--- config.mk ---
export PLATFORM = sky130hd
export DESIGN_NAME = three_port_io_with_wakeup
export DESIGN_NICKNAME = d
export VERILOG_FILES = /design/src/rtl/io_ports_pkg.sv /design/src/rtl/three_port_io_with_wakeup.sv
export SDC_FILE = /design/constraint.sdc
export NUM_CORES = 1
export LEC_CHECK = 0
export BUFFER_PORTS_ARGS = -buffer_cell sky130_fd_sc_hd__buf_4
export CAP_MARGIN = 20
export CORE_MARGIN = 4
export CORE_UTILIZATION = 52
export DETAILED_ROUTE_END_ITERATION = 10
export PLACE_DENSITY = 0.79
export SLEW_MARGIN = 20
export SYNTH_ARGS = -nofsm -noshare
export SYNTH_HDL_FRONTEND = slang
export SYNTH_SLANG_ARGS = --single-unit
--- constraint.sdc ---
create_clock -name i_clock -period 2.9 [get_ports i_clock]
set_input_delay 0.29 -clock i_clock [delete_from_list [all_inputs] [get_ports i_clock]]
set_output_delay 0.29 -clock i_clock [all_outputs]
set_load 0.02 [all_outputs]
--- src/rtl/io_ports_pkg.sv ---
package io_ports_pkg;

	// register bus geometry
	localparam int unsigned ADDR_W = 8;
	localparam int unsigned DATA_W = 8;

	// port widths
	localparam int unsigned WIDE_PORT_W   = 8;
	localparam int unsigned NARROW_PORT_W = 6;

	// register offsets
	localparam logic [7:0] OFS_PORT_A_DATA = 8'h00;
	localparam logic [7:0] OFS_PORT_A_DIR  = 8'h01;
	localparam logic [7:0] OFS_PORT_B_DATA = 8'h02;
	localparam logic [7:0] OFS_PORT_B_DIR  = 8'h03;
	localparam logic [7:0] OFS_PORT_C_DATA = 8'h04;
	localparam logic [7:0] OFS_PORT_C_DIR  = 8'h05;
	localparam logic [7:0] OFS_IRQ_STATUS  = 8'h06;
	localparam logic [7:0] OFS_IRQ_CLEAR   = 8'h07;
	localparam logic [7:0] OFS_IRQ_ENABLE  = 8'h08;

	// reset values
	localparam logic [7:0] RST_WIDE_DATA   = 8'h00;
	localparam logic [7:0] RST_WIDE_DIR    = 8'h00;
	localparam logic [5:0] RST_NARROW_DATA = 6'h00;
	localparam logic [5:0] RST_NARROW_DIR  = 6'h00;
	localparam logic [5:0] RST_IRQ_STATUS  = 6'h00;
	localparam logic [5:0] RST_IRQ_ENABLE  = 6'h00;
	localparam logic [5:0] RST_EDGE_PREV   = 6'h3f;

	// third port field positions of the shared timer pins
	localparam int unsigned BIT_CAPTURE = 0;
	localparam int unsigned BIT_COMPARE = 1;

	// watchdog reset pulse on the reset pin: 1.5 core cycles least
	localparam int unsigned DOG_PULSE_TENTHS = 15;
	localparam int unsigned DOG_PULSE_CYCLES = (DOG_PULSE_TENTHS + 9) / 10;
	localparam int unsigned DOG_CNT_W        = 2;

	// state of the reset pin driver
	typedef enum logic [1:0] {
		PIN_IDLE  = 2'b01,
		PIN_PULSE = 2'b10
	} reset_pin_state_t;

endpackage : io_ports_pkg

--- src/rtl/three_port_io_with_wakeup.sv ---
// Notes on behaviour
// first port: eight lines, per-bit direction
// build option: first port push-pull or open-drain
// second port: eight lines, per-bit direction
// third port: six lines, direction and data
// wake-up option: falling-edge interrupts, one vector
// without wake-up: plain inputs with pull-ups; code drives lines whose direction bit is one, except timer-owned pins, pull-ups only on undriven lines
// third-port falling edge wakes wait or halt
// capture option: bit zero feeds timer, no pull-up
// compare option: bit one from timer, no pull-up
// reset pin resets device; watchdog drives it low
// direction one drives latch; zero reads pin
`timescale 1ns/1ps
`default_nettype none

module three_port_io_with_wakeup #(
	parameter bit WAKEUP_OPTION     = 1'b1,
	parameter bit OPEN_DRAIN_OPTION = 1'b0,
	parameter bit CAPTURE_OPTION    = 1'b1,
	parameter bit COMPARE_OPTION    = 1'b1
) (
	// clock and reset
	input  wire logic                                   i_clock,
	input  wire logic                                   i_resetn,
	// register port
	input  wire logic [io_ports_pkg::ADDR_W-1:0]        i_addr,
	input  wire logic [io_ports_pkg::DATA_W-1:0]        i_wdata,
	input  wire logic                                   i_write,
	input  wire logic                                   i_read,
	output logic      [io_ports_pkg::DATA_W-1:0]        o_rdata,
	// first port pins
	input  wire logic [io_ports_pkg::WIDE_PORT_W-1:0]   i_first_port_lines,
	output logic      [io_ports_pkg::WIDE_PORT_W-1:0]   o_first_port_lines,
	output logic      [io_ports_pkg::WIDE_PORT_W-1:0]   o_first_port_lines_oe,
	// second port pins
	input  wire logic [io_ports_pkg::WIDE_PORT_W-1:0]   i_second_port_lines,
	output logic      [io_ports_pkg::WIDE_PORT_W-1:0]   o_second_port_lines,
	output logic      [io_ports_pkg::WIDE_PORT_W-1:0]   o_second_port_lines_oe,
	// third port pins
	input  wire logic [io_ports_pkg::NARROW_PORT_W-1:0] i_third_port_lines,
	output logic      [io_ports_pkg::NARROW_PORT_W-1:0] o_third_port_lines,
	output logic      [io_ports_pkg::NARROW_PORT_W-1:0] o_third_port_lines_oe,
	output logic      [io_ports_pkg::NARROW_PORT_W-1:0] o_third_port_pullup_en,
	// timer connections
	output logic                                        o_timer_capture_input,
	input  wire logic                                   i_timer_compare_output_one,
	// interrupt and wake-up
	output logic                                        o_irq,
	output logic                                        o_wakeup,
	// reset pin and watchdog
	input  wire logic                                   i_reset_pin_n,
	output logic                                        o_reset_pin,
	output logic                                        o_reset_pin_oe,
	input  wire logic                                   i_watchdog_reset,
	output logic                                        o_device_reset_n
);

	////////////////////////////////////////////////////////////////////////////////
	// reset release

	logic rst_meta_r;
	logic rst_sync_r;
	logic rstn;

	// async assert, release through two flops
	always_ff @(posedge i_clock or negedge i_resetn) begin
		if (!i_resetn) begin
			rst_meta_r <= 1'b0;
			rst_sync_r <= 1'b0;
		end else begin
			rst_meta_r <= 1'b1;
			rst_sync_r <= rst_meta_r;
		end
	end
	// every flop below resets on this copy, never on the raw pin
	assign rstn = rst_sync_r;

	////////////////////////////////////////////////////////////////////////////////
	// register decode

	logic wr_a_data;
	logic wr_a_dir;
	logic wr_b_data;
	logic wr_b_dir;
	logic wr_c_data;
	logic wr_c_dir;
	logic wr_clear;
	logic wr_enable;

	// status and unmapped offsets decode to nothing, so writes there drop
	assign wr_a_data = i_write && (i_addr == io_ports_pkg::OFS_PORT_A_DATA);
	assign wr_a_dir  = i_write && (i_addr == io_ports_pkg::OFS_PORT_A_DIR);
	assign wr_b_data = i_write && (i_addr == io_ports_pkg::OFS_PORT_B_DATA);
	assign wr_b_dir  = i_write && (i_addr == io_ports_pkg::OFS_PORT_B_DIR);
	assign wr_c_data = i_write && (i_addr == io_ports_pkg::OFS_PORT_C_DATA);
	assign wr_c_dir  = i_write && (i_addr == io_ports_pkg::OFS_PORT_C_DIR);
	assign wr_clear  = i_write && (i_addr == io_ports_pkg::OFS_IRQ_CLEAR);
	assign wr_enable = i_write && (i_addr == io_ports_pkg::OFS_IRQ_ENABLE);

	////////////////////////////////////////////////////////////////////////////////
	// port data and direction latches

	logic [7:0] port_a_data_reg_r;
	logic [7:0] port_a_direction_reg_r;
	logic [7:0] port_b_data_reg_r;
	logic [7:0] port_b_direction_reg_r;
	logic [5:0] port_c_data_reg_r;
	logic [5:0] port_c_direction_reg_r;

	// first port latches
	always_ff @(posedge i_clock or negedge rstn) begin
		if (!rstn) begin
			port_a_data_reg_r      <= io_ports_pkg::RST_WIDE_DATA;
			port_a_direction_reg_r <= io_ports_pkg::RST_WIDE_DIR;
		end else begin
			if (wr_a_data) begin
				port_a_data_reg_r <= i_wdata;
			end
			if (wr_a_dir) begin
				port_a_direction_reg_r <= i_wdata;
			end
		end
	end

	// second port latches
	always_ff @(posedge i_clock or negedge rstn) begin
		if (!rstn) begin
			port_b_data_reg_r      <= io_ports_pkg::RST_WIDE_DATA;
			port_b_direction_reg_r <= io_ports_pkg::RST_WIDE_DIR;
		end else begin
			if (wr_b_data) begin
				port_b_data_reg_r <= i_wdata;
			end
			if (wr_b_dir) begin
				port_b_direction_reg_r <= i_wdata;
			end
		end
	end

	// third port latches, only six bits kept
	always_ff @(posedge i_clock or negedge rstn) begin
		if (!rstn) begin
			port_c_data_reg_r      <= io_ports_pkg::RST_NARROW_DATA;
			port_c_direction_reg_r <= io_ports_pkg::RST_NARROW_DIR;
		end else begin
			if (wr_c_data) begin
				port_c_data_reg_r <= i_wdata[5:0];
			end
			if (wr_c_dir) begin
				port_c_direction_reg_r <= i_wdata[5:0];
			end
		end
	end

	////////////////////////////////////////////////////////////////////////////////
	// pin drivers

	// open drain only ever pulls low; a one in the latch releases the line
	always_comb begin
		if (OPEN_DRAIN_OPTION) begin
			o_first_port_lines    = 8'h00;
			o_first_port_lines_oe = port_a_direction_reg_r & ~port_a_data_reg_r;
		end else begin
			o_first_port_lines    = port_a_data_reg_r;
			o_first_port_lines_oe = port_a_direction_reg_r;
		end
	end

	// second port is always push-pull; only the first has the open-drain build
	assign o_second_port_lines    = port_b_data_reg_r;
	assign o_second_port_lines_oe = port_b_direction_reg_r;

	logic [5:0] c_line_is_output;
	logic [5:0] c_line_timer_owned;

	// per-line ownership of the third port
	genvar gi;
	generate
		for (gi = 0; gi < 6; gi++) begin : g_third
			always_comb begin
				c_line_timer_owned[gi] = 1'b0;
				if (gi == io_ports_pkg::BIT_CAPTURE && CAPTURE_OPTION) begin
					c_line_timer_owned[gi] = 1'b1;
				end
				if (gi == io_ports_pkg::BIT_COMPARE && COMPARE_OPTION) begin
					c_line_timer_owned[gi] = 1'b1;
				end
				// interrupt lines other than the compare pin stay inputs whatever the latch says
				c_line_is_output[gi] = port_c_direction_reg_r[gi] && !WAKEUP_OPTION;
				o_third_port_lines[gi]    = port_c_data_reg_r[gi];
				o_third_port_lines_oe[gi] = c_line_is_output[gi] && !c_line_timer_owned[gi];
				if (gi == io_ports_pkg::BIT_COMPARE && COMPARE_OPTION) begin
					o_third_port_lines[gi]    = i_timer_compare_output_one;
					o_third_port_lines_oe[gi] = 1'b1;
				end
				// pull-up only on a line that is an input and not a timer pin
				o_third_port_pullup_en[gi] = !o_third_port_lines_oe[gi]
					&& !c_line_timer_owned[gi];
			end
		end
	endgenerate

	// capture pin routes straight to the timer
	// with the option off the timer sees an idle high level
	assign o_timer_capture_input = CAPTURE_OPTION ? i_third_port_lines[io_ports_pkg::BIT_CAPTURE]
		: 1'b1;

	////////////////////////////////////////////////////////////////////////////////
	// falling edge detection and interrupt

	logic [5:0] c_prev_r;
	logic [5:0] c_fall;
	logic [5:0] irq_status_r;
	logic [5:0] irq_enable_r;

	// previous level; starts high so a line low at reset counts as a falling edge
	always_ff @(posedge i_clock or negedge rstn) begin
		if (!rstn) begin
			c_prev_r <= io_ports_pkg::RST_EDGE_PREV;
		end else begin
			c_prev_r <= i_third_port_lines;
		end
	end

	// without the wake-up build no edge is seen, so status stays clear
	assign c_fall = WAKEUP_OPTION ? (c_prev_r & ~i_third_port_lines) : 6'h00;

	// sticky status; a new edge beats a clear in the same cycle
	always_ff @(posedge i_clock or negedge rstn) begin
		if (!rstn) begin
			irq_status_r <= io_ports_pkg::RST_IRQ_STATUS;
		end else begin
			irq_status_r <= (irq_status_r & ~(wr_clear ? i_wdata[5:0] : 6'h00)) | c_fall;
		end
	end

	// enable mask
	// a masked line still records its edge, it only stays off the request
	always_ff @(posedge i_clock or negedge rstn) begin
		if (!rstn) begin
			irq_enable_r <= io_ports_pkg::RST_IRQ_ENABLE;
		end else if (wr_enable) begin
			irq_enable_r <= i_wdata[5:0];
		end
	end

	// all six lines share the one request
	// level output: drops once software clears or masks the bit
	assign o_irq = |(irq_status_r & irq_enable_r);

	// wake pulse one cycle after the edge, independent of the mask
	always_ff @(posedge i_clock or negedge rstn) begin
		if (!rstn) begin
			o_wakeup <= 1'b0;
		end else begin
			o_wakeup <= |c_fall;
		end
	end

	////////////////////////////////////////////////////////////////////////////////
	// read path

	logic [7:0] rd_nxt;

	// output bits read the latch, input bits the pin
	// reads have no side effect; status clears only through the separate clear offset
	always_comb begin
		rd_nxt = 8'h00;
		unique case (i_addr)
			io_ports_pkg::OFS_PORT_A_DATA: rd_nxt = (port_a_direction_reg_r & port_a_data_reg_r)
				| (~port_a_direction_reg_r & i_first_port_lines);
			io_ports_pkg::OFS_PORT_A_DIR:  rd_nxt = port_a_direction_reg_r;
			io_ports_pkg::OFS_PORT_B_DATA: rd_nxt = (port_b_direction_reg_r & port_b_data_reg_r)
				| (~port_b_direction_reg_r & i_second_port_lines);
			io_ports_pkg::OFS_PORT_B_DIR:  rd_nxt = port_b_direction_reg_r;
			io_ports_pkg::OFS_PORT_C_DATA: rd_nxt = {2'b00,
				(c_line_is_output & port_c_data_reg_r)
				| (~c_line_is_output & i_third_port_lines)};
			io_ports_pkg::OFS_PORT_C_DIR:  rd_nxt = {2'b00, port_c_direction_reg_r};
			io_ports_pkg::OFS_IRQ_STATUS:  rd_nxt = {2'b00, irq_status_r};
			io_ports_pkg::OFS_IRQ_ENABLE:  rd_nxt = {2'b00, irq_enable_r};
			default:                       rd_nxt = 8'h00;
		endcase
	end

	// data stands only in the cycle after the strobe
	always_ff @(posedge i_clock or negedge rstn) begin
		if (!rstn) begin
			o_rdata <= 8'h00;
		end else if (i_read) begin
			o_rdata <= rd_nxt;
		end else begin
			o_rdata <= 8'h00;
		end
	end

	////////////////////////////////////////////////////////////////////////////////
	// reset pin

	// a second watchdog request during the pulse is ignored, not stretched
	io_ports_pkg::reset_pin_state_t pin_state_r;
	logic [io_ports_pkg::DOG_CNT_W-1:0] dog_cnt_r;

	// watchdog pulls the pin low for a fixed minimum pulse
	always_ff @(posedge i_clock or negedge rstn) begin
		if (!rstn) begin
			pin_state_r <= io_ports_pkg::PIN_IDLE;
			dog_cnt_r   <= '0;
		end else begin
			unique case (pin_state_r)
				io_ports_pkg::PIN_IDLE: begin
					if (i_watchdog_reset) begin
						pin_state_r <= io_ports_pkg::PIN_PULSE;
						dog_cnt_r   <= io_ports_pkg::DOG_CNT_W'(io_ports_pkg::DOG_PULSE_CYCLES - 1);
					end
				end
				io_ports_pkg::PIN_PULSE: begin
					if (dog_cnt_r == '0) begin
						pin_state_r <= io_ports_pkg::PIN_IDLE;
					end else begin
						dog_cnt_r <= dog_cnt_r - 1'b1;
					end
				end
				default: pin_state_r <= io_ports_pkg::PIN_IDLE;
			endcase
		end
	end

	// only ever pulls low; the board pull-up brings the pin back
	assign o_reset_pin    = 1'b0;
	assign o_reset_pin_oe = (pin_state_r == io_ports_pkg::PIN_PULSE);

	// the pin level itself, registered, resets the rest of the device
	always_ff @(posedge i_clock or negedge rstn) begin
		if (!rstn) begin
			o_device_reset_n <= 1'b0;
		end else begin
			o_device_reset_n <= i_reset_pin_n;
		end
	end

endmodule : three_port_io_with_wakeup

`default_nettype wire

==> results.json <==
{
  "status": "finished, final reports clean",
  "yosys-top-cells-area": "dfrtp_1, mux2_2, mux2i_1",
  "drtPass1Iterations": 4,
  "p_int_w": 0.001738,
  "route.vias.total": 2700,
  "timing.critical_path.slowest_cell_delay_ps": 670,
  "power_frac_seq_pct": 50.3,
  "floorplan.core_area_um2": 6832,
  "crit_family": "simple AND/OR/NAND/NOR gates",
  "wl_met2_um": 4047,
  "route.top_layer_used": "met4",
  "fmaxAchievable_ghz": 0.4848,
  "finalWorstSetupSlack_ps": 837.4,
  "clkPwrFrac_pct": 34.2,
  "wl_met1_um": 3808,
  "number_of_port_buffers": 93,
  "amount_of_wire_on_met3_after_detailed_routing_um": 691,
  "register_area_um2": 1937,
  "hpwl_after_detailed_placement_um": 6479,
  "placedInstanceArea_um2": 4404,
  "finalCriticalPeriod_ps": 2063,
  "layout_commonest_cell": "buf_4",
  "route.detailed.drc": 0,
  "grt_util_all_layers_pct": 20.99,
  "numClockSinks": 77,
  "antenna_violating_nets_post_route": 0,
  "finalMaxSlewViolations": 0,
  "grt_antenna_before_repair": 0,
  "cts-resized-gates": 0,
  "critPathRequiredTime_ps": 3130,
  "layout-area-overhead-vs-synth_pct": 25.96,
  "worst_slew_margin_rel_pct": 46.96,
  "ctsLongestPathBuffers": 2,
  "tritoncts": "yes",
  "post-place-ws_ps": 440.6,
  "crit_buf_inv": 1,
  "io-pin-count": 109,
  "clk_lat_worst_skew_ps": 340,
  "fin_total_pwr_w": 0.002394,
  "totalWireLength_um": 8672,
  "cpMaxStageDelayCell": "or4_1",
  "global_route.overflow_total": 0,
  "grt_pass1_vias": 2667,
  "finish.net_count": 442,
  "die-height_um": 91.94,
  "netlist-cell-type-count": 45,
  "cellPowerDensity_nw_per_um2": 518.8,
  "share_of_synthesized_flip_flops_with_an_asynchronous_set_or_reset_pct": 100.0,
  "post_synth.cell_area_avg_um2": 12.13,
  "detail_route.wl_per_cell_um": 17.45,
  "crit_path_start_kind": "primary input",
  "instances_no_fill": 497,
  "number_of_flops_mapped_to_enable_cells_by_yosys": 0,
  "static_leak_nw": 2.259,
  "routabilityCongestion": 0.8862,
  "number_of_placement_rows": 30,
  "power.share.switching_pct": 27.38,
  "dp.cells": 480,
  "route.detailed.vias_per_inst": 5.433,
  "rsz0062_at_grt": "false",
  "end_kind": "flop",
  "post-synth-top-area-fraction_pct": 47.81,
  "synth_largest_area_cell": "dfrtp_1",
  "fin_skew_ps": 10.70,
  "ys.flop_type": "dfrtp_1",
  "maxCapViolations": 0,
  "final_cell_mix": "buf_4, dfrtp_1, mux2_2",
  "yosysWarningCount": 0,
  "initial_cell_density_of_the_core_pct": 53.63,
  "fill_cells": 525,
  "min_path_type": "primary input to flop",
  "netSwitchingPower_w": 0.0006556,
  "register_to_register_setup_slack_ps": 1590,
  "multi_input_comb_area_um2": 1584,
  "transition_at_the_pin_with_the_smallest_max_transition_slack_ps": 795.6,
  "vdd_drop_max_mv": 0.3714,
  "post_route_cells_drive_above_1_share_pct": 44.14,
  "final_cell_area_um2": 4614,
  "die_width_um": 91.94,
  "cts.htree.levels": 3,
  "mappedNetlistArea_um2": 3664,
  "synth_sequential_area_ratio_pct": 52.83,
  "antenna-diode-count": 0,
  "postSynthCellCount": 302,
  "ordered_list_of_cells_on_the_worst_path": "buf_4, or4_1, or3_4, nor2_1, mux2_2",
  "grt_pass1_wl_um": 13680,
  "worst_ep_arrival_time_ps": 2290,
  "finalSetupTns_ps": 0,
  "timing.final.hold_violations": 0,
  "clkSlewWorstSetupHoldPaths_ps": 80,
  "maximum_number_of_pins_on_one_net_before_global_route_repair": 40,
  "worst-path-max-fanout": 6,
  "power.combinational.fraction_pct": 15.5,
  "number_of_buffers_created_by_cts": 9,
  "root_buffer": "clkbuf_8",
  "timing.setup.critical_path_class": "primary input to flop",
  "setup_viol": 0,
  "drt_iter0_drc": 124,
  "die_area_um2": 8452,
  "yosys_register_bits": 77,
  "final.period_utilization_pct": 71.12
}
cell families after synthesis:
| family | after synthesis | synth area share, % |
|---|---|---|
| multiplexers | 73 | 21.62 |
| AND/OR/NAND/NOR | 66 | 11.30 |
| flip-flops | 77 | 52.83 |
| buffers and inverters | 35 | 5.157 |
| adder cells (fa/ha/maj) | 1 | 0.3415 |
| AO/OA/AOI/OAI | 48 | 8.538 |
| other | 2 | 0.2050 |
worst paths after layout:
path | from | endpoint | depth (start not counted)
worst max-delay path | i_addr[5] | port_c_data_reg_r[0] | 5
worst min register to register | rst_sync_r | o_first_port_lines_oe[4] | 0
min in group asynchronous | i_resetn | rst_sync_r | 2
worst max register to register | o_first_port_lines_oe[4] | o_rdata[4] | 4
max in group asynchronous | rst_sync_r | c_prev_r[2] | 1
worst min-delay path | i_reset_pin_n | o_device_reset_n | 1
power by group through the flow:
stage / Combinational [W] / Sequential [W] / Clock [W]
finish: 0.000371 / 0.00120 / 0.000819
global route: 0.000402 / 0.00121 / 0.000879
CTS: 0.000373 / 0.00120 / 0.000832
detailed placement: 0.000371 / 0.00122 / 0
global placement: 0.000357 / 0.00122 / 0
floorplan: 0.000191 / 0.00125 / 0
repair_timing:
item,4_1_cts,5_1_grt
hold endpoints to repair,2,0
hold buffers,1,0
buffers inserted,0,0
metal layers:
metal | global-route usage [%] | vias to the layer above
met2 | 32.24 | 120
met4 | 8.540 | 0
li1 | - | 1248
met5 | 0 | -
met3 | 4.676 | 11
met1 | 28.95 | 1321
flip-flops by register name, summed over array words and instances, names as in the netlist, 2 cells and up:
name and flops:
port_c_data_reg_r 5, o_first_port_lines 8, port_c_direction_reg_r 6, pin_state_r 2, o_second_port_lines_oe 8, o_first_port_lines_oe 8, dog_cnt_r 2, o_rdata 8
irq_enable_r 6, c_prev_r 6, o_second_port_lines 8, irq_status_r 6
synth_stat cells, types with 2 or more instances:
master     number
nor4_1          3
mux2_2         49
conb_1          2
a21oi_1         5
nand3b_2        2
nor2_1         12
or3b_2          2
nand2_1        14
mux2i_1        24
clkbuf_1        7
nand3b_1        3
buf_1           2
o31ai_1         5
o2bb2ai_1       5
nand2b_1        4
buf_4          15
nor4b_1         2
nand3_1         2
a22oi_1         3
dfstp_2         7
nor2b_1         7
o21ai_0        13
a21o_1          6
dfrtp_1        70
inv_1          10
and3_1          2
o22ai_1         6
a31oi_1         3
final cells by class:
cell class                      instances  share of cell area [%]
Clock buffer                           11                   3.064
Clock inverter                          5                   1.274
Inverter                               10                  0.8134
Multi-Input combinational cell        202                   34.33
Sequential cell                        77                   41.97
Tap cell                               96                   2.603
Timing Repair Buffer                   96                   15.94
per-stage QoR:
| step | util, % | hold slack [ps] |
|---|---|---|
| after global routing | 67.55 | 25.82 |
| after floorplan | - | -5.591 |
| final | 67.55 | 47.11 |
| after global placement | 64.47 | 74.46 |
| after detailed placement | 64.47 | 76.06 |
| after CTS | 67.55 | 32.63 |
(Power assumes the default switching activity.)
